**config.mk**
```make
export PLATFORM = sky130hd
export DESIGN_NAME = smc_top
export DESIGN_NICKNAME = d
export VERILOG_FILES = /design/src/core/smc_once.v /design/src/core/smc_sync.v /design/src/core/smc_top.v
export VERILOG_INCLUDE_DIRS = /design/src /design/src/core
export SDC_FILE = /design/constraint.sdc
export NUM_CORES = 1
export LEC_CHECK = 0
export BUFFER_PORTS_ARGS = -buffer_cell sky130_fd_sc_hd__buf_2
export CAP_MARGIN = 5
export CORE_AREA = 2 2 74 76
export DETAILED_ROUTE_END_ITERATION = 7
export DIE_AREA = 0 0 76 78
export GPL_ROUTABILITY_DRIVEN = 0
export PLACE_DENSITY = 0.78
export SETUP_SLACK_MARGIN = 0.3
export SLEW_MARGIN = 20
export SYNTH_ARGS = -nofsm -noshare
export SYNTH_HDL_FRONTEND = slang
export SYNTH_SLANG_ARGS = --single-unit
```
**constraint.sdc**
```tcl
create_clock -name hclk -period 2.5 [get_ports hclk]
set_clock_uncertainty 0.05 [all_clocks]
set_input_delay 0.75 -clock hclk [delete_from_list [all_inputs] [get_ports hclk]]
set_output_delay 0.75 -clock hclk [all_outputs]
set_load 0.02 [all_outputs]
```
**src/core/smc_defs.vh**
```
// Purpose: Constants shared by the supply monitor control block.
// Assumes: 32-bit AHB-Lite data bus, registers one per aligned word.
// Notes: Bit positions follow the two control register and the status register byte layouts.
`ifndef SMC_DEFS_VH
`define SMC_DEFS_VH
// Register byte addresses.
`define SMC_ADDR_CTRL1 12'h000
`define SMC_ADDR_CTRL2 12'h004
`define SMC_ADDR_VEC 12'h008
`define SMC_ADDR_STAT 12'h00c
`define SMC_AW 12
// Control register 1 bit positions.
`define SMC_B1_FLAG 7
`define SMC_B1_ACK 6
`define SMC_B1_IRQ 5
`define SMC_B1_DRST 4
`define SMC_B1_DSTOP 3
`define SMC_B1_DON 2
`define SMC_B1_DRVH 1
`define SMC_B1_BGON 0
// Control register 2 bit positions.
`define SMC_B2_DTRIP 6
`define SMC_B2_WHI 5
`define SMC_B2_WLO 4
// Status register bit positions.
`define SMC_BS_C2W 2
`define SMC_BS_DET 1
`define SMC_BS_WARN 0
// Reset values.
`define SMC_RST_DON 1'b1
`define SMC_RST_DRST 1'b1
`define SMC_RST_DSTOP 1'b1
`define SMC_RST_WTRIP 2'h0
`define SMC_RST_DTRIP 1'b0
// Warning vector pair, high and low byte addresses.
`define SMC_VEC_WARN_HI 16'hfff8
`define SMC_VEC_WARN_LO 16'hfff9
// AHB encodings.
`define SMC_HTRANS_NONSEQ 2'h2
`define SMC_HSIZE_WORD 3'h2
`endif

```
**src/core/smc_once.v**
```verilog
// Purpose: A write-once control bit that accepts the first write after reset.
// Assumes: wr is a one-cycle write strobe on hclk.
// Notes: Later writes are dropped until the next reset.
`default_nettype none
module smc_once #(
  parameter RST_VAL = 1'b0
) (
  input wire hclk,
  input wire hresetn,
  input wire wr,
  input wire din,
  output wire dout
);
  reg val_q;
  reg done_q;

  // The lock flag closes the bit after its first write.
  always @(posedge hclk or negedge hresetn) begin
    if (!hresetn) begin
      val_q <= RST_VAL;
      done_q <= 1'b0;
    end else if (wr && !done_q) begin
      val_q <= din;
      done_q <= 1'b1;
    end
  end

  assign dout = val_q;
endmodule
`default_nettype wire

```
**src/core/smc_sync.v**
```verilog
// Purpose: Two flip-flop synchroniser for one asynchronous level.
// Assumes: Input may change at any time relative to hclk.
// Notes: Only the second stage may be read by other logic.
`default_nettype none
module smc_sync (
  input wire hclk,
  input wire hresetn,
  input wire async_in,
  output wire sync_out
);
  reg meta_q;
  reg sync_q;

  // The first stage feeds the second stage only, to contain metastability.
  always @(posedge hclk or negedge hresetn) begin
    if (!hresetn) begin
      meta_q <= 1'b0;
      sync_q <= 1'b0;
    end else begin
      meta_q <= async_in;
      sync_q <= meta_q;
    end
  end

  assign sync_out = sync_q;
endmodule
`default_nettype wire

```
**src/core/smc_top.v**
```verilog
// Purpose: Control and status logic of the supply-voltage monitor.
// Assumes: AHB-Lite slave, single word transfers, comparator inputs async.
// Notes: Analog trip levels live outside; this block selects and flags them.
// Notes: Write data take effect one edge after the address phase.
// Notes: Write-once bits lock on the first write to their register.
// Notes: The acknowledge clears the flag only once the warning is gone.
// Notes: The status word shows the synchronised levels and an init mark.
// Notes: The reset request stays up until the chip reset clears it.
// Notes on behaviour
// - Drive bit picks low or high buffer drive.
// - Control bit 0 switches bandgap buffer.
// - Detect trip select is write-once, low/high.
// - Two-bit warning field picks four levels.
// - Register 2 bits 7, 3..0 read zero.
// - Warning interrupt uses its own vector pair.
// - Detect enable accepts only first write.
// - Acknowledge clears flag only when supply recovered.
// - Interrupt requested while flag and enable set.
// - Detect reset enable, with detect enable set, lets a detect force chip reset.
`include "smc_defs.vh"
`default_nettype none
module smc_top (
  input wire hclk,
  input wire hresetn,
  // AHB-Lite slave port.
  input wire hsel,
  input wire [31:0] haddr,
  input wire [1:0] htrans,
  input wire hwrite,
  input wire [2:0] hsize,
  input wire [31:0] hwdata,
  input wire hready,
  output wire [31:0] hrdata,
  output wire hreadyout,
  output wire hresp,
  // Comparator levels from the analog side, asynchronous to hclk.
  input wire warn_below,
  input wire detect_below,
  // Controls towards the analog side.
  output wire bandgap_buf_on,
  output wire bandgap_drive_high,
  output wire detect_logic_on,
  output wire detect_stop_on,
  output wire detect_trip_select,
  output wire [1:0] warning_trip_select,
  output wire warning_irq,
  // Fixed vector pair of the warning and the chip reset request.
  output wire [15:0] warning_vec_hi_addr,
  output wire [15:0] warning_vec_lo_addr,
  output wire chip_reset_req
);
  // Bus side state.
  reg wr_pend_q;
  reg [`SMC_AW-1:0] wr_addr_q;
  reg [31:0] rdata_q;
  // Control and status flops.
  reg bg_on_q;
  reg drv_hi_q;
  reg dstop_q;
  reg irq_on_q;
  reg [1:0] wtrip_q;
  reg flag_q;
  reg rst_req_q;
  reg ctrl2_wr_q;
  // Next values of the flops above.
  reg bg_on_d;
  reg drv_hi_d;
  reg dstop_d;
  reg irq_on_d;
  reg [1:0] wtrip_d;
  reg flag_d;
  reg rst_req_d;
  reg ctrl2_wr_d;
  // Synchronised levels, write-once outputs and decoded strobes.
  wire warn_s;
  wire detect_s;
  wire don;
  wire drst;
  wire dtrip;
  wire addr_ph;
  wire wr1;
  wire wr2;
  wire ack;

  // True when a pending write targets the given register. Both write
  // strobes use it, so the two decodes cannot drift apart.
  function wr_hit;
    input pend;
    input [`SMC_AW-1:0] wa;
    input [`SMC_AW-1:0] ra;
    begin
      wr_hit = pend && (wa == ra);
    end
  endfunction

  // Returns the byte value of a register, with unused bits as zero.
  // Unmapped addresses fall to the default and read as zero.
  function [7:0] reg_byte;
    input [`SMC_AW-1:0] a;
    begin
      reg_byte = 8'h00;
      case (a)
        `SMC_ADDR_CTRL1: begin
          // Bit 6 is the acknowledge strobe and always reads zero.
          reg_byte[`SMC_B1_FLAG] = flag_q;
          reg_byte[`SMC_B1_IRQ] = irq_on_q;
          reg_byte[`SMC_B1_DRST] = drst;
          reg_byte[`SMC_B1_DSTOP] = dstop_q;
          reg_byte[`SMC_B1_DON] = don;
          reg_byte[`SMC_B1_DRVH] = drv_hi_q;
          reg_byte[`SMC_B1_BGON] = bg_on_q;
        end
        `SMC_ADDR_CTRL2: begin
          // Bit 7 and bits 3..0 have no storage and stay zero.
          reg_byte[`SMC_B2_DTRIP] = dtrip;
          reg_byte[`SMC_B2_WHI:`SMC_B2_WLO] = wtrip_q;
        end
        `SMC_ADDR_STAT: begin
          // Bit 2 marks that software has written register 2 since reset.
          reg_byte[`SMC_BS_C2W] = ctrl2_wr_q;
          reg_byte[`SMC_BS_DET] = detect_s;
          reg_byte[`SMC_BS_WARN] = warn_s;
        end
        default: reg_byte = 8'h00;
      endcase
    end
  endfunction

  // Comparator levels cross into hclk through two flops each; nothing
  // reads the first stage, which may still be settling.
  smc_sync u_sync_warn (
    .hclk(hclk),
    .hresetn(hresetn),
    .async_in(warn_below),
    .sync_out(warn_s)
  );
  // The detect level goes through its own pair of flops.
  smc_sync u_sync_det (
    .hclk(hclk),
    .hresetn(hresetn),
    .async_in(detect_below),
    .sync_out(detect_s)
  );

  // Address phase decode; the slave never stalls, so hreadyout is high.
  // The transfer size is not checked: every register is one aligned word.
  assign addr_ph = hsel && hready && (htrans == `SMC_HTRANS_NONSEQ);

  // Data phase strobes; hwdata is valid only one cycle after the address.
  assign wr1 = wr_hit(wr_pend_q, wr_addr_q, `SMC_ADDR_CTRL1);
  assign wr2 = wr_hit(wr_pend_q, wr_addr_q, `SMC_ADDR_CTRL2);
  // The acknowledge bit is a strobe only; it is never stored or read back.
  assign ack = wr1 && hwdata[`SMC_B1_ACK];

  // Write address is held for the data phase that follows. Read data
  // stand unchanged until the next read address phase.
  always @(posedge hclk or negedge hresetn) begin
    if (!hresetn) begin
      wr_pend_q <= 1'b0;
      wr_addr_q <= {`SMC_AW{1'b0}};
      rdata_q <= 32'h00000000;
    end else begin
      wr_pend_q <= addr_ph && hwrite;
      wr_addr_q <= haddr[`SMC_AW-1:0];
      if (addr_ph && !hwrite) begin
        if (haddr[`SMC_AW-1:0] == `SMC_ADDR_VEC) begin
          rdata_q <= {`SMC_VEC_WARN_HI, `SMC_VEC_WARN_LO};
        end else begin
          rdata_q <= {24'h000000, reg_byte(haddr[`SMC_AW-1:0])};
        end
      end
    end
  end

  // Write-once detect enable, detect reset enable and detect trip select.
  // Both register 1 bits lock together on the first register 1 write.
  smc_once #(.RST_VAL(`SMC_RST_DON)) u_once_don (
    .hclk(hclk),
    .hresetn(hresetn),
    .wr(wr1),
    .din(hwdata[`SMC_B1_DON]),
    .dout(don)
  );
  smc_once #(.RST_VAL(`SMC_RST_DRST)) u_once_drst (
    .hclk(hclk),
    .hresetn(hresetn),
    .wr(wr1),
    .din(hwdata[`SMC_B1_DRST]),
    .dout(drst)
  );
  smc_once #(.RST_VAL(`SMC_RST_DTRIP)) u_once_dtrip (
    .hclk(hclk),
    .hresetn(hresetn),
    .wr(wr2),
    .din(hwdata[`SMC_B2_DTRIP]),
    .dout(dtrip)
  );

  // Next values of the plain read/write controls. Reserved bits of
  // register 2 have no storage, so writes to them cannot stick.
  always @* begin
    bg_on_d = bg_on_q;
    drv_hi_d = drv_hi_q;
    dstop_d = dstop_q;
    irq_on_d = irq_on_q;
    wtrip_d = wtrip_q;
    ctrl2_wr_d = ctrl2_wr_q;
    if (wr1) begin
      bg_on_d = hwdata[`SMC_B1_BGON];
      drv_hi_d = hwdata[`SMC_B1_DRVH];
      dstop_d = hwdata[`SMC_B1_DSTOP];
      irq_on_d = hwdata[`SMC_B1_IRQ];
    end
    if (wr2) begin
      wtrip_d = hwdata[`SMC_B2_WHI:`SMC_B2_WLO];
      ctrl2_wr_d = 1'b1;
    end
  end

  // Control flops; they take their next values on every edge, so no
  // separate enable path can disagree with the decode above.
  always @(posedge hclk or negedge hresetn) begin
    if (!hresetn) begin
      bg_on_q <= 1'b0;
      drv_hi_q <= 1'b0;
      dstop_q <= `SMC_RST_DSTOP;
      irq_on_q <= 1'b0;
      wtrip_q <= `SMC_RST_WTRIP;
      ctrl2_wr_q <= 1'b0;
    end else begin
      bg_on_q <= bg_on_d;
      drv_hi_q <= drv_hi_d;
      dstop_q <= dstop_d;
      irq_on_q <= irq_on_d;
      wtrip_q <= wtrip_d;
      ctrl2_wr_q <= ctrl2_wr_d;
    end
  end

  // Warning flag: a set from the comparator wins over an acknowledge, so a
  // warning that is still present cannot be lost by an early acknowledge.
  always @* begin
    flag_d = flag_q;
    if (warn_s) begin
      flag_d = 1'b1;
    end else if (ack) begin
      flag_d = 1'b0;
    end
  end

  // The flag flop; it comes out of reset clear and waits for a warning.
  always @(posedge hclk or negedge hresetn) begin
    if (!hresetn) begin
      flag_q <= 1'b0;
    end else begin
      flag_q <= flag_d;
    end
  end

  // Reset request is sticky; the chip reset tree clears it with hresetn.
  // Only the synchronised detect level is used, to keep glitches out.
  always @* begin
    rst_req_d = rst_req_q;
    if (don && drst && detect_s) begin
      rst_req_d = 1'b1;
    end
  end

  // The request flop; nothing but hresetn ever lowers it.
  always @(posedge hclk or negedge hresetn) begin
    if (!hresetn) begin
      rst_req_q <= 1'b0;
    end else begin
      rst_req_q <= rst_req_d;
    end
  end

  // Bus outputs: no wait states and never an error response.
  assign hrdata = rdata_q;
  assign hreadyout = 1'b1;
  assign hresp = 1'b0;

  // Drive select is meaningful only while the buffer is on; a stale drive
  // bit must not reach the analog side while the buffer is off.
  assign bandgap_buf_on = bg_on_q;
  assign bandgap_drive_high = bg_on_q & drv_hi_q;

  // The stop enable only counts while the detect logic itself is on.
  assign detect_logic_on = don;
  assign detect_stop_on = don & dstop_q;
  assign detect_trip_select = dtrip;
  assign warning_trip_select = wtrip_q;

  // Polling software leaves the enable low and reads the flag instead.
  assign warning_irq = irq_on_q & flag_q;
  // The vector pair is fixed; the core fetches the handler from it.
  assign warning_vec_hi_addr = `SMC_VEC_WARN_HI;
  assign warning_vec_lo_addr = `SMC_VEC_WARN_LO;
  // The request goes to the chip reset tree as a plain level.
  assign chip_reset_req = rst_req_q;
endmodule
`default_nettype wire

```
; Yosys cells after proc, flatten, opt, wreduce, memory -nomap -nowiden
; Cells that the tools add are included.
[totals]
input_bits = 76
out_inout_bits = 75
elab_cells = 56
reg_bits = 64
[classes]
bitwise_logic = 3
mux = 8
eq_ne = 5
n_reduce_logical = 19
[ops]
columns = operator, count
row1 = 2-to-1 mux 32 bit, 1
row2 = "== test 12 x 3 -> 1 bit, second input constant", 2
row3 = "== test 12 x 4 -> 1 bit, second input constant", 2
row4 = zero test 12 bit, 2
row5 = logical AND 1 bit, 12
row6 = case mux 3 bit (2 select lines), 1
row7 = 2-to-1 mux 1 bit, 5
row8 = zero test 1 bit, 4
row9 = case mux 2 bit (2 select lines), 1
row10 = bitwise AND 1 bit, 3
row11 = "== test 2 bit, second input constant", 1
row12 = nonzero test 2 bit, 1

; Depth between registers and ports, before layout
; Gate-level depths: netlist of the first run.
[depth]
word_depth = 5
ltp_mapped = 4
depth_no_buf = 3

; Hierarchy
; From an unflattened synthesis of the first run, not the netlist that was laid out.
[hier_totals]
hier_cells = 178
area_unflattened_um2 = 2078.2
[modules_own_cells]
columns = mod, instances, seq_area_each_um2, cells_per_inst, area_per_inst_um2
row1 = smc_top, 1, 777.0, 159, 1720.4
row2 = smc_once (u_once_don ...), 2, 51.3, 5, 86.3
row3 = smc_sync, 2, 50.0, 2, 50.0
row4 = smc_once (u_once_dtrip), 1, 50.0, 5, 85.1

; Worst setup path before layout of the first run
; No wires, ideal clock.
[synth_timing]
path_type = register to register
start = register wr_addr_q[8]
end = register bg_on_q (netlist: bandgap_buf_on)
setup_ns = 0.125
path_stages_with_launch = 4
setup_slack_ns = 0.679
synth_period_minus_slack_ns = 1.821
required_time_ns = 2.325
arrival_ns = 1.646
path_buffers = 0
cell_sequence = dfrtp_1 -> or4b_4 -> nor4_4 -> mux2_2
[synth_between]
elab_chain_cells = 2
[synth_rtl]
columns = element, line
row1 = from (decl), smc_top.v:54  ; reg [`SMC_AW-1:0] wr_addr_q;
row2 = from (signal assigned), smc_top.v:160  ; wr_addr_q <= {`SMC_AW{1'b0}};
row3 = from (signal assigned), smc_top.v:164  ; wr_addr_q <= haddr[`SMC_AW-1:0];
row4 = zero test 12 bit, smc_top.v:92  ; wr_hit = pend && (wa == ra);
row5 = logical AND 1 bit, smc_top.v:92
row6 = to (signal assigned), smc_top.v:231  ; bg_on_q <= bg_on_d;
row7 = to (decl), smc_top.v:57  ; reg bg_on_q;
; No other way between the ends.
; A chain may end at the register's enable or synchronous reset.

; Final worst setup path of the first run
[layout_timing]
start = register wr_addr_q[8]
end = register drv_hi_q
[layout_between]
elab_chain_cells = 2
[layout_rtl]
columns = element, line
row1 = zero test 12 bit, smc_top.v:92
row2 = logical AND 1 bit, smc_top.v:92
row3 = to (signal assigned), smc_top.v:232  ; drv_hi_q <= drv_hi_d;
row4 = to (decl), smc_top.v:58  ; reg drv_hi_q;
; No other way between the ends.

==> results.md, run 1 <==
* GRT Overall Usage at 0.121
* Die Ht at about 78 um
* Maximum VDD drop at ~0.00043 V
* Final min period at between 2000 and 2500 ps
* Area of the multi-input gates at approximately 660 um2
* Leakage dissipation at ~1.2 nW
* DR pass1 iterations at 4
* Critical path's top delay family: simple AND/OR/NAND/NOR gates
* Antenna-violating nets left at 0
* Hpwl dp at 2.74 mm
* PortBufs at between 60 and 70
* Worst setup path class: register to register
* Hold path startpoint: u_sync_warn.meta_q
* WHS at about 300 ps
* First-pass GRT wire length at 5.61 mm
* CTS Hold Bufs at 0
* Worst Slack Setup Final at approximately 480 ps
* Routed length per instance at around 12 um
* Filler cells at approximately 480
* Seq/Total Area, Yosys at 0.513
* P&R area growth vs syn at 10.7%
* Fmax at around 500 MHz
* IO Pins at 151
* Die span in x at between 70 and 80 um
* RSZ-0062 raised after global routing: no
* Die Area at ~0.006 mm2
* CTS tree: done
* Max-slew violation count at 0
* Detailed Route WL at ~3.5 mm
* Vias per cell at between 4 and 5
* Post-CTS Resized at 0
* Post-Route Utilization at 0.440
* Share of post-route cells with drive strength above 1 at 0.404
* CTS sink cnt at 41
* Post-CTS Setup Bufs at 0
* Initial Util at 0.398
* Buf/Inv on CP at 0
* Startpoint types: register
* Maxcap violations at 0
* PD cells at 559 mW/mm2
* Via Count at about 1.3k
* Ant diodes at 0
* Final setup viols at 0
* R2R Path Start: wr_addr_q[8]
* Initial DRC Count at 28
* Critical path capture point type: register
* Worst-Margin Slew at ~560 ps
* Critical Path AT at around 2100 ps
* Num CTS Buffers at 5
* Worst skew pair latency at around 290 ps
* Core area at between 0.005 and 0.006 mm2
* Register Area at 0.00103 mm2
* Final nets at 305
* Period utilization at 0.808
* Final hold vios at 0
* Vias in the first global route at around 1.2k
* Gr ovfl total at 0
* Critical-path cell list: or4b_4 > nor4_4 > mux2_2
* DRC at 0
* Slowest cell delay on critical path at about 580 ps
* Synth cell types at 28
* Per-instance average area after synthesis at about 11 um2
* Mapped Cells at 180
* CP max stage cell: or4b_4
* Outcome: complete, no violations
* Post-synthesis cell area at approximately 0.002 mm2
* H-tree Lvls at 2
* Warnings from Yosys at 0
* Clk pin slew, worst setup/hold paths at 70 ps
* Row count at 26
* Clock buffer depth at 2
* Slew HR at 0.618
* Total negative slack at 0 ps
* Flops & latches, synth at 41
* Pin count of the biggest net entering global routing at 23
* Crit path from: wr_addr_q[8]
* DP Worst Slack at between 400 and 500 ps
* Hold Path Class: register to register
* Antenna violations before repair at 0
* Clock root buffer: clkbuf_8
* Critical Path RT at 2620 ps
* Max Fanout on Critical Path at 6
sequential cells by signal, summed over array words and instances, names as in the netlist:
register and count:
u_once_don.done_q 1, ctrl2_wr_q 1, irq_on_q 1, u_once_dtrip.done_q 1
u_once_don.dout 1, u_once_drst.done_q 1, u_sync_det.sync_out 1, u_sync_warn.sync_out 1
chip_reset_req 1, drv_hi_q 1, bandgap_buf_on 1, flag_q 1
u_once_drst.dout 1, u_sync_det.meta_q 1, u_sync_warn.meta_q 1, hrdata 9
dstop_q 1, warning_trip_select 2, wr_pend_q 1, u_once_dtrip.dout 1
wr_addr_q 12
cell families after synthesis:
group           after synthesis  synth area share
flops                        41             0.513
buf+inv                      63             0.224
other cells                   2           0.00374
mux                           9            0.0505
simple gates                 40             0.133
compound gates               25            0.0754
power by group:
| part | total (mW) | internal, mW | switching, mW |
|---|---|---|---|
| Clock | 0.426 | 0.225 | 0.201 |
| Combinational | 0.122 | 0.0318 | 0.0898 |
| Sequential | 0.693 | 0.682 | 0.0116 |
worst paths after layout:
| check | endpoint | depth (start not counted) | slack, ps |
|---|---|---|---|
| min reg2reg | u_sync_warn.sync_out | 0 | 300 |
| min in group asynchronous | wr_addr_q[2] | 1 | 360 |
| max | drv_hi_q | 3 | 480 |
| max in group asynchronous | u_sync_warn.sync_out | 2 | 1520 |
| max reg2reg | drv_hi_q | 3 | 480 |
| min | u_sync_warn.sync_out | 0 | 300 |
cell usage after synthesis:
cell type,count,area (um2)
dfrtp_1,38,951
a31o_2,1,8.76
nor2_1,8,30.0
nand4_1,3,18.8
o21ai_0,16,80.1
inv_1,2,7.51
nor4_4,1,21.3
or4_4,1,11.3
clkbuf_1,4,15.0
mux2_2,9,101
nand2b_1,6,37.5
o2bb2ai_1,2,17.5
nor4b_1,1,8.76
dfstp_2,3,78.8
conb_1,2,7.51
a22oi_1,2,15.0
o31ai_1,2,15.0
or4_1,1,7.51
and2_1,5,31.3
or4b_4,1,13.8
a31oi_1,1,6.26
nor3_1,1,5.00
nand4b_1,2,17.5
a2bb2oi_1,1,8.76
nor4_1,6,37.5
or2_2,3,18.8
nand3b_1,1,7.51
buf_4,57,428
per-layer routing:
metal	track usage	routed length [um]	up-vias	part of all wire
li1	-	-	623	-
met1	0.145	1430	590	0.41
met2	0.215	1710	71	0.49
met3	0.0267	287	4	0.083
met4	0.0436	44	0	0.013
met5	0	0	-	0
layout by cell type, fill, tap and decap left out, types with 2 or more instances in the layout:
cell type / netlist / final
a22oi_1: 2 / 2
and2_1: 5 / 5
buf_2: 0 / 65
buf_4: 57 / 3
clkbuf_1: 4 / 2
clkbuf_8: 0 / 6
conb_1: 2 / 37
dfrtp_1: 38 / 38
dfstp_2: 3 / 3
inv_1: 2 / 2
mux2_2: 9 / 9
nand2b_1: 6 / 6
nand4_1: 3 / 3
nand4b_1: 2 / 2
nor2_1: 8 / 8
nor4_1: 6 / 6
o21ai_0: 16 / 16
o2bb2ai_1: 2 / 2
o31ai_1: 2 / 2
or2_2: 3 / 3
area by class of cell:
class,count,share of cell area
sequential,41,0.464
clock buffer,8,0.0406
tap,70,0.0394
timing repair buffer,68,0.157
multi-input combinational,111,0.296
inverter,2,0.00338
stage by stage:
step	area (um2)	power [mW]	instances
final	2220	1.24	300
after global routing	2220	1.30	300
after CTS	2220	1.25	300
after detailed placement	2130	0.826	292
after global placement	2130	0.824	292
after floorplan	2140	0.823	215
Note: power is estimated with default switching activity, not from simulation.
==> run 2, diff against run 1 <==
--- a/config.mk
+++ b/config.mk
@@ -8,11 +8,11 @@
 export LEC_CHECK = 0
 export BUFFER_PORTS_ARGS = -buffer_cell sky130_fd_sc_hd__buf_2
 export CAP_MARGIN = 5
-export CORE_AREA = 2 2 74 76
+export CORE_AREA = 2 2 78 80
 export DETAILED_ROUTE_END_ITERATION = 7
-export DIE_AREA = 0 0 76 78
+export DIE_AREA = 0 0 80 82
 export GPL_ROUTABILITY_DRIVEN = 0
-export PLACE_DENSITY = 0.78
+export PLACE_DENSITY = 0.74
 export SETUP_SLACK_MARGIN = 0.3
 export SLEW_MARGIN = 20
 export SYNTH_ARGS = -nofsm -noshare
==> constraint.sdc (replaced) <==
create_clock -name hclk -period 1.6 [get_ports hclk]
set_clock_uncertainty 0.05 [all_clocks]
set_input_delay 0.48 -clock hclk [delete_from_list [all_inputs] [get_ports hclk]]
set_output_delay 0.48 -clock hclk [all_outputs]
set_load 0.02 [all_outputs]
==> results.md, run 2 (synthesized netlist as in run 1, its figures left out) <==
* Outcome: finished, violations left
* Failing checks: negative setup slack
* Total negative slack at -1330 ps
* Critical path capture point type: register
* Hold Path Class: input port to asynchronous set/reset pin
* Clock buffer depth at 2
* Row count at 28
* Max-slew violation count at 0
* Share of post-route cells with drive strength above 1 at 0.500
* Worst skew pair latency at roughly 290 ps
* Highest-count cells in the layout ignoring fill and taps: conb_1, dfrtp_1, buf_6
* Largest register FFs at 12
* Final min period at between 1500 and 2000 ps
* Antenna-violating nets left at 0
* Final nets at 329
* Final hold vios at 0
* Num CTS Buffers at 5
* Die Ht at a little over 80 um
* Final Non-Filler Cells at 329
* Gr ovfl total at 0
* Vias per cell at roughly 4.3
* Core area at around 0.0057 mm2
* Max Fanout on Critical Path at 6
* Maxcap violations at 0
* Filler cells at ~530
* Critical Path RT at approximately 1700 ps
* Ant diodes at 0
* Worst Slack Setup Final at -267 ps
* DP Worst Slack at -305 ps
* GRT Overall Usage at 0.127
* Startpoint types: register
* Placed Cells at 306
* Worst setup path class: register to register
* Critical Path AT at 2000 ps
* Final setup viols at 8
* Initial Util at 0.349
* Leakage dissipation at 1.38 nW
* P&R area growth vs syn at 41.5%
* RSZ-0062 raised after global routing: yes
* Clk pin slew, worst setup/hold paths at 70 ps
* Reg with most FFs: wr_addr_q
* Hpwl dp at approximately 2.9 mm
* H-tree Lvls at 2
* CTS tree: done
* PD cells at 757 mW/mm2
* Antenna violations before repair at 0
* Die span in x at 80 um
* Detailed Route WL at around 4.1 mm
* DR pass1 iterations at 4
* Area of the multi-input gates at 737 um2
* DRC at 0
* PortBufs at 65
* Via Count at about 1.4k
* Initial DRC Count at 32
* Die Area at around 0.0066 mm2
* Post-Route Utilization at 0.494
* Fmax at ~540 MHz
* Routed length per instance at about 12 um
* IO Pins at roughly 150
* Register Area at ~0.0010 mm2
* Period utilization at 1.17
* First-pass GRT wire length at about 6.3 mm
* CTS Hold Bufs at 0
* Clock root buffer: clkbuf_8
* Pin count of the biggest net entering global routing at 29
* Vias in the first global route at roughly 1.3k
* CTS sink cnt at 41
* Maximum VDD drop at just under 0.0008 V
run 2: cell count changes in the layout (fill, tap and decap cells not counted), moves of 4 or more:
cell / delta
mux2_4: +4
buf_2: -38
buf_6: +33
buf_8: +11
mux2_2: -4
buf_4: +16
run 2: metrics by stage:
| stage | area [um2] | hold WS (ps) | total power [mW] |
|---|---|---|---|
| after floorplan | 2170 | 134 | 1.29 |
| after detailed placement | 2250 | 292 | 1.31 |
| final | 2840 | 31.8 | 2.15 |
| after global routing | 2840 | 34.0 | 2.24 |
| after CTS | 2740 | 21.8 | 2.16 |
| after global placement | 2250 | 282 | 1.31 |
run 2: where the power goes:
group | internal (mW) | total [mW] | switching (mW)
Clock | 0.508 | 0.832 | 0.324
Combinational | 0.0767 | 0.233 | 0.157
Sequential | 1.06 | 1.08 | 0.0191
run 2: cell type report:
class / count / share of cell area
inverters: 2 / 0.00264
repair buffers: 92 / 0.301
clock buffers: 7 / 0.0304
well taps: 75 / 0.0330
flip-flops and latches: 41 / 0.363
multi-input cells: 111 / 0.259
clock inverters: 1 / 0.0106
run 2: critical path: stages (launching register included):
cell and delay (ps):
dfrtp_1 390, or4b_4 570, nor4_4 270, buf_6 170, mux2_4 300
run 2: worst paths after layout:
kind	cells after the start	end	slack, ps	from
worst max-delay path	4	irq_on_q	-270	wr_addr_q[10]
max in group asynchronous	2	hrdata[30]	1000	hresetn
worst max register to register	4	irq_on_q	-270	wr_addr_q[10]
worst min-delay path	1	ctrl2_wr_q	30	hresetn
worst min register to register	0	u_sync_det.sync_out	300	u_sync_det.meta_q
min in group hclk	1	u_sync_det.meta_q	240	detect_below
run 2: repair_timing:
action                     in CTS  in global routing
setup endpoints to repair      52                 56
pin swaps                       3                  3
setup buffers                  13                  1
cloned                          1                  0
gates resized for setup        86                 22
run 2: routing by layer:
metal	vias to the layer above	global-route usage	wire length, um
met5	-	0	0
met4	0	0.0559	63
met3	7	0.0286	266
met2	66	0.229	2180
met1	691	0.144	1590
li1	666	-	-
==> run 3, diff against run 2 <==
--- a/config.mk
+++ b/config.mk
@@ -12,9 +12,10 @@
 export DETAILED_ROUTE_END_ITERATION = 7
 export DIE_AREA = 0 0 80 82
 export GPL_ROUTABILITY_DRIVEN = 0
-export PLACE_DENSITY = 0.74
+export PLACE_DENSITY = 0.75
 export SETUP_SLACK_MARGIN = 0.3
 export SLEW_MARGIN = 20
 export SYNTH_ARGS = -nofsm -noshare
 export SYNTH_HDL_FRONTEND = slang
+export SYNTH_HIERARCHICAL = 1
 export SYNTH_SLANG_ARGS = --single-unit
==> results.md, run 3 <==
* Synth Area in XOR/XNOR at 0
* Final instance area at approximately 0.003 mm2
* First-pass GRT wire length at around 7.0 mm
* Via Count at 1397
* Row count at 28
* Largest register FFs at 12
* Critical path's top delay family: simple AND/OR/NAND/NOR gates
* Placed Instance Area at around 0.0023 mm2
* Final nets at ~330
* Post-synthesis mux area share at 0.0542
* Count leader, synth: buf_4
* Max Fanout on Critical Path at 3
* Clock buffer depth at 2
* Die Ht at about 82 um
* Top cell type's share of synthesized area at 0.458
* Final setup viols at 5
* Synth Area in Adders at 0
* GRT Overall Usage at 0.142
* Commonest cells post-synth: buf_4, dfrtp_1, nor2_1, o21ai_0, o31ai_1
* Grt met2 use at 0.245
* Most Crowded Layer GR: met2
* CTS Hold Bufs at 0
* Max-slew violation count at 0
* CTS tree: done
* Top_reg_cell synth: dfrtp_1
* Initial DRC Count at 53
* PortBufs at 65
* Post-synthesis cell area at ~0.0021 mm2
* Post-Route Utilization at 0.511
* Largest family of logic cells by synthesized area: buffers and inverters
* Gr ovfl total at 0
* Final min period at approximately 1700 ps
* P&R area growth vs syn at 41.2%
* Antenna-violating nets left at 0
* Detailed Route WL at between 4 and 5 mm
* Worst skew pair latency at roughly 290 ps
* Final Non-Filler Cells at 328
* Total negative slack at -317 ps
* Fmax at approximately 590 MHz
* Initial Util at 0.362
* Filler cells at approximately 530
* DR pass1 iterations at 4
* Critical Path AT at between 1500 and 2000 ps
* Mapped Cells at 178
* Die span in x at around 80 um
* Flops & latches, synth at slightly above 40
* Ant diodes at 0
* PD cells at between 700 and 800 mW/mm2
* Highest-count cells in the layout ignoring fill and taps: buf_6, conb_1, dfrtp_1
* Simple-gate share of the synthesized area at 0.138
* Outcome: finished, violations left
* Critical Path RT at ~1800 ps
* Clk pin slew, worst setup/hold paths at roughly 80 ps
* Placed Cells at approximately 300
* CP max stage cell: dfrtp_1
* Critical-path cell list: nor4b_4 > nand2_2 > nor3b_4 > nor2b_4 > mux2_4
* Warnings from Yosys at 6
* Synth cell types at 33
* Buf/Inv on CP at 0
* Final hold vios at 0
* Hpwl dp at just over 3 mm
* Startpoint types: register
* Maximum VDD drop at about 0.00064 V
* Slowest cell delay on critical path at roughly 400 ps
* Failing checks: negative setup slack
* Clock root buffer: clkbuf_8
* Maxcap violations at 0
* Compound-Gate Fraction of Synth Area at 0.0903
* Die Area at roughly 0.0066 mm2
* Seq/Total Area, Yosys at 0.495
* Critical path capture point type: register
* Core area at 0.00575 mm2
* Share of post-route cells with drive strength above 1 at 0.565
* Post-synth top area cell: dfrtp_1
* IO Pins at 151
* Worst setup path class: register to register
* Num CTS Buffers at 5
* Period utilization at 1.06
* Register Area at around 0.0010 mm2
* Area of the multi-input gates at between 800 and 900 um2
* Vias per cell at 4.26
* Antenna violations before repair at 0
* H-tree Lvls at 2
* Per-instance average area after synthesis at 11.7 um2
* Leakage dissipation at around 1.5 nW
* CTS sink cnt at between 40 and 50
* Most common cell after layout, fill and taps aside: buf_6
* Hold Path Class: input port to asynchronous set/reset pin
* Routed length per instance at 13.7 um
* Reg with most FFs: wr_addr_q
* DRC at 0
* Top cells by area, synth: dfrtp_1, buf_4, dfstp_2
* Vias in the first global route at 1432
* RSZ-0062 raised after global routing: yes
* Number of synthesized flops with an enable pin at 0
* Post-synth ARST share at 1.00
* M1 GR Usage at 0.171
* Met3 Track Usage GR at 0.0374
* Worst Slack Setup Final at -101 ps
* Pin count of the biggest net entering global routing at 26
==> run 3: area by class of cell <==
type / count / share of cell area
well taps: 75 / 0.0320
flip-flops and latches: 41 / 0.351
inverters: 2 / 0.00256
clock inverters: 2 / 0.0128
clock buffers: 6 / 0.0281
repair buffers: 94 / 0.279
multi-input cells: 108 / 0.294
==> run 3: power breakdown <==
group          leakage (nW)  internal [mW]  switching, mW
Clock                0.0574          0.507          0.357
Sequential            0.506           1.07         0.0225
Combinational         0.905         0.0924          0.173
==> run 3: worst paths after layout <==
check	startpoint	to	slack, ps	depth (start not counted)
setup / recovery	wr_addr_q[11]	u_once_drst/dout	-100	5
hold / removal	hresetn	u_sync_warn/meta_q	60	1
setup reg to reg	wr_addr_q[11]	u_once_drst/dout	-100	5
hold reg to reg	u_sync_det/meta_q	u_sync_det/sync_out	310	0
max in group asynchronous	hresetn	u_once_drst/dout	890	2
min in group hclk	warn_below	u_sync_warn/meta_q	240	1
==> run 3: kinds of logic after synthesis <==
logic type | after synthesis
AOI/OAI and AO/OA | 27
and+or+nand+nor | 35
muxes | 9
DFF | 41
buffers and inverters | 64
other | 2
==> run 3: per-stage QoR <==
step	total power [mW]	hold WS (ps)	setup WS, ps
floorplan	1.31	134	-90.6
finish	2.22	61.1	-101
global route	2.31	71.2	-185
CTS	2.23	64.6	-136
global placement	1.33	282	-153
detailed placement	1.33	292	-168
==> run 3: timing repair <==
action	CTS	global route
setup endpoints to repair	51	53
pin swaps	7	7
buffers inserted	18	3
gates cloned	1	0
gates resized for setup	95	5
==> run 3: per-layer routing <==
metal	routed length [um]	vias to the layer above
met2	2260	61
met5	0	-
met4	87	0
met1	1850	671
li1	-	657
met3	307	8
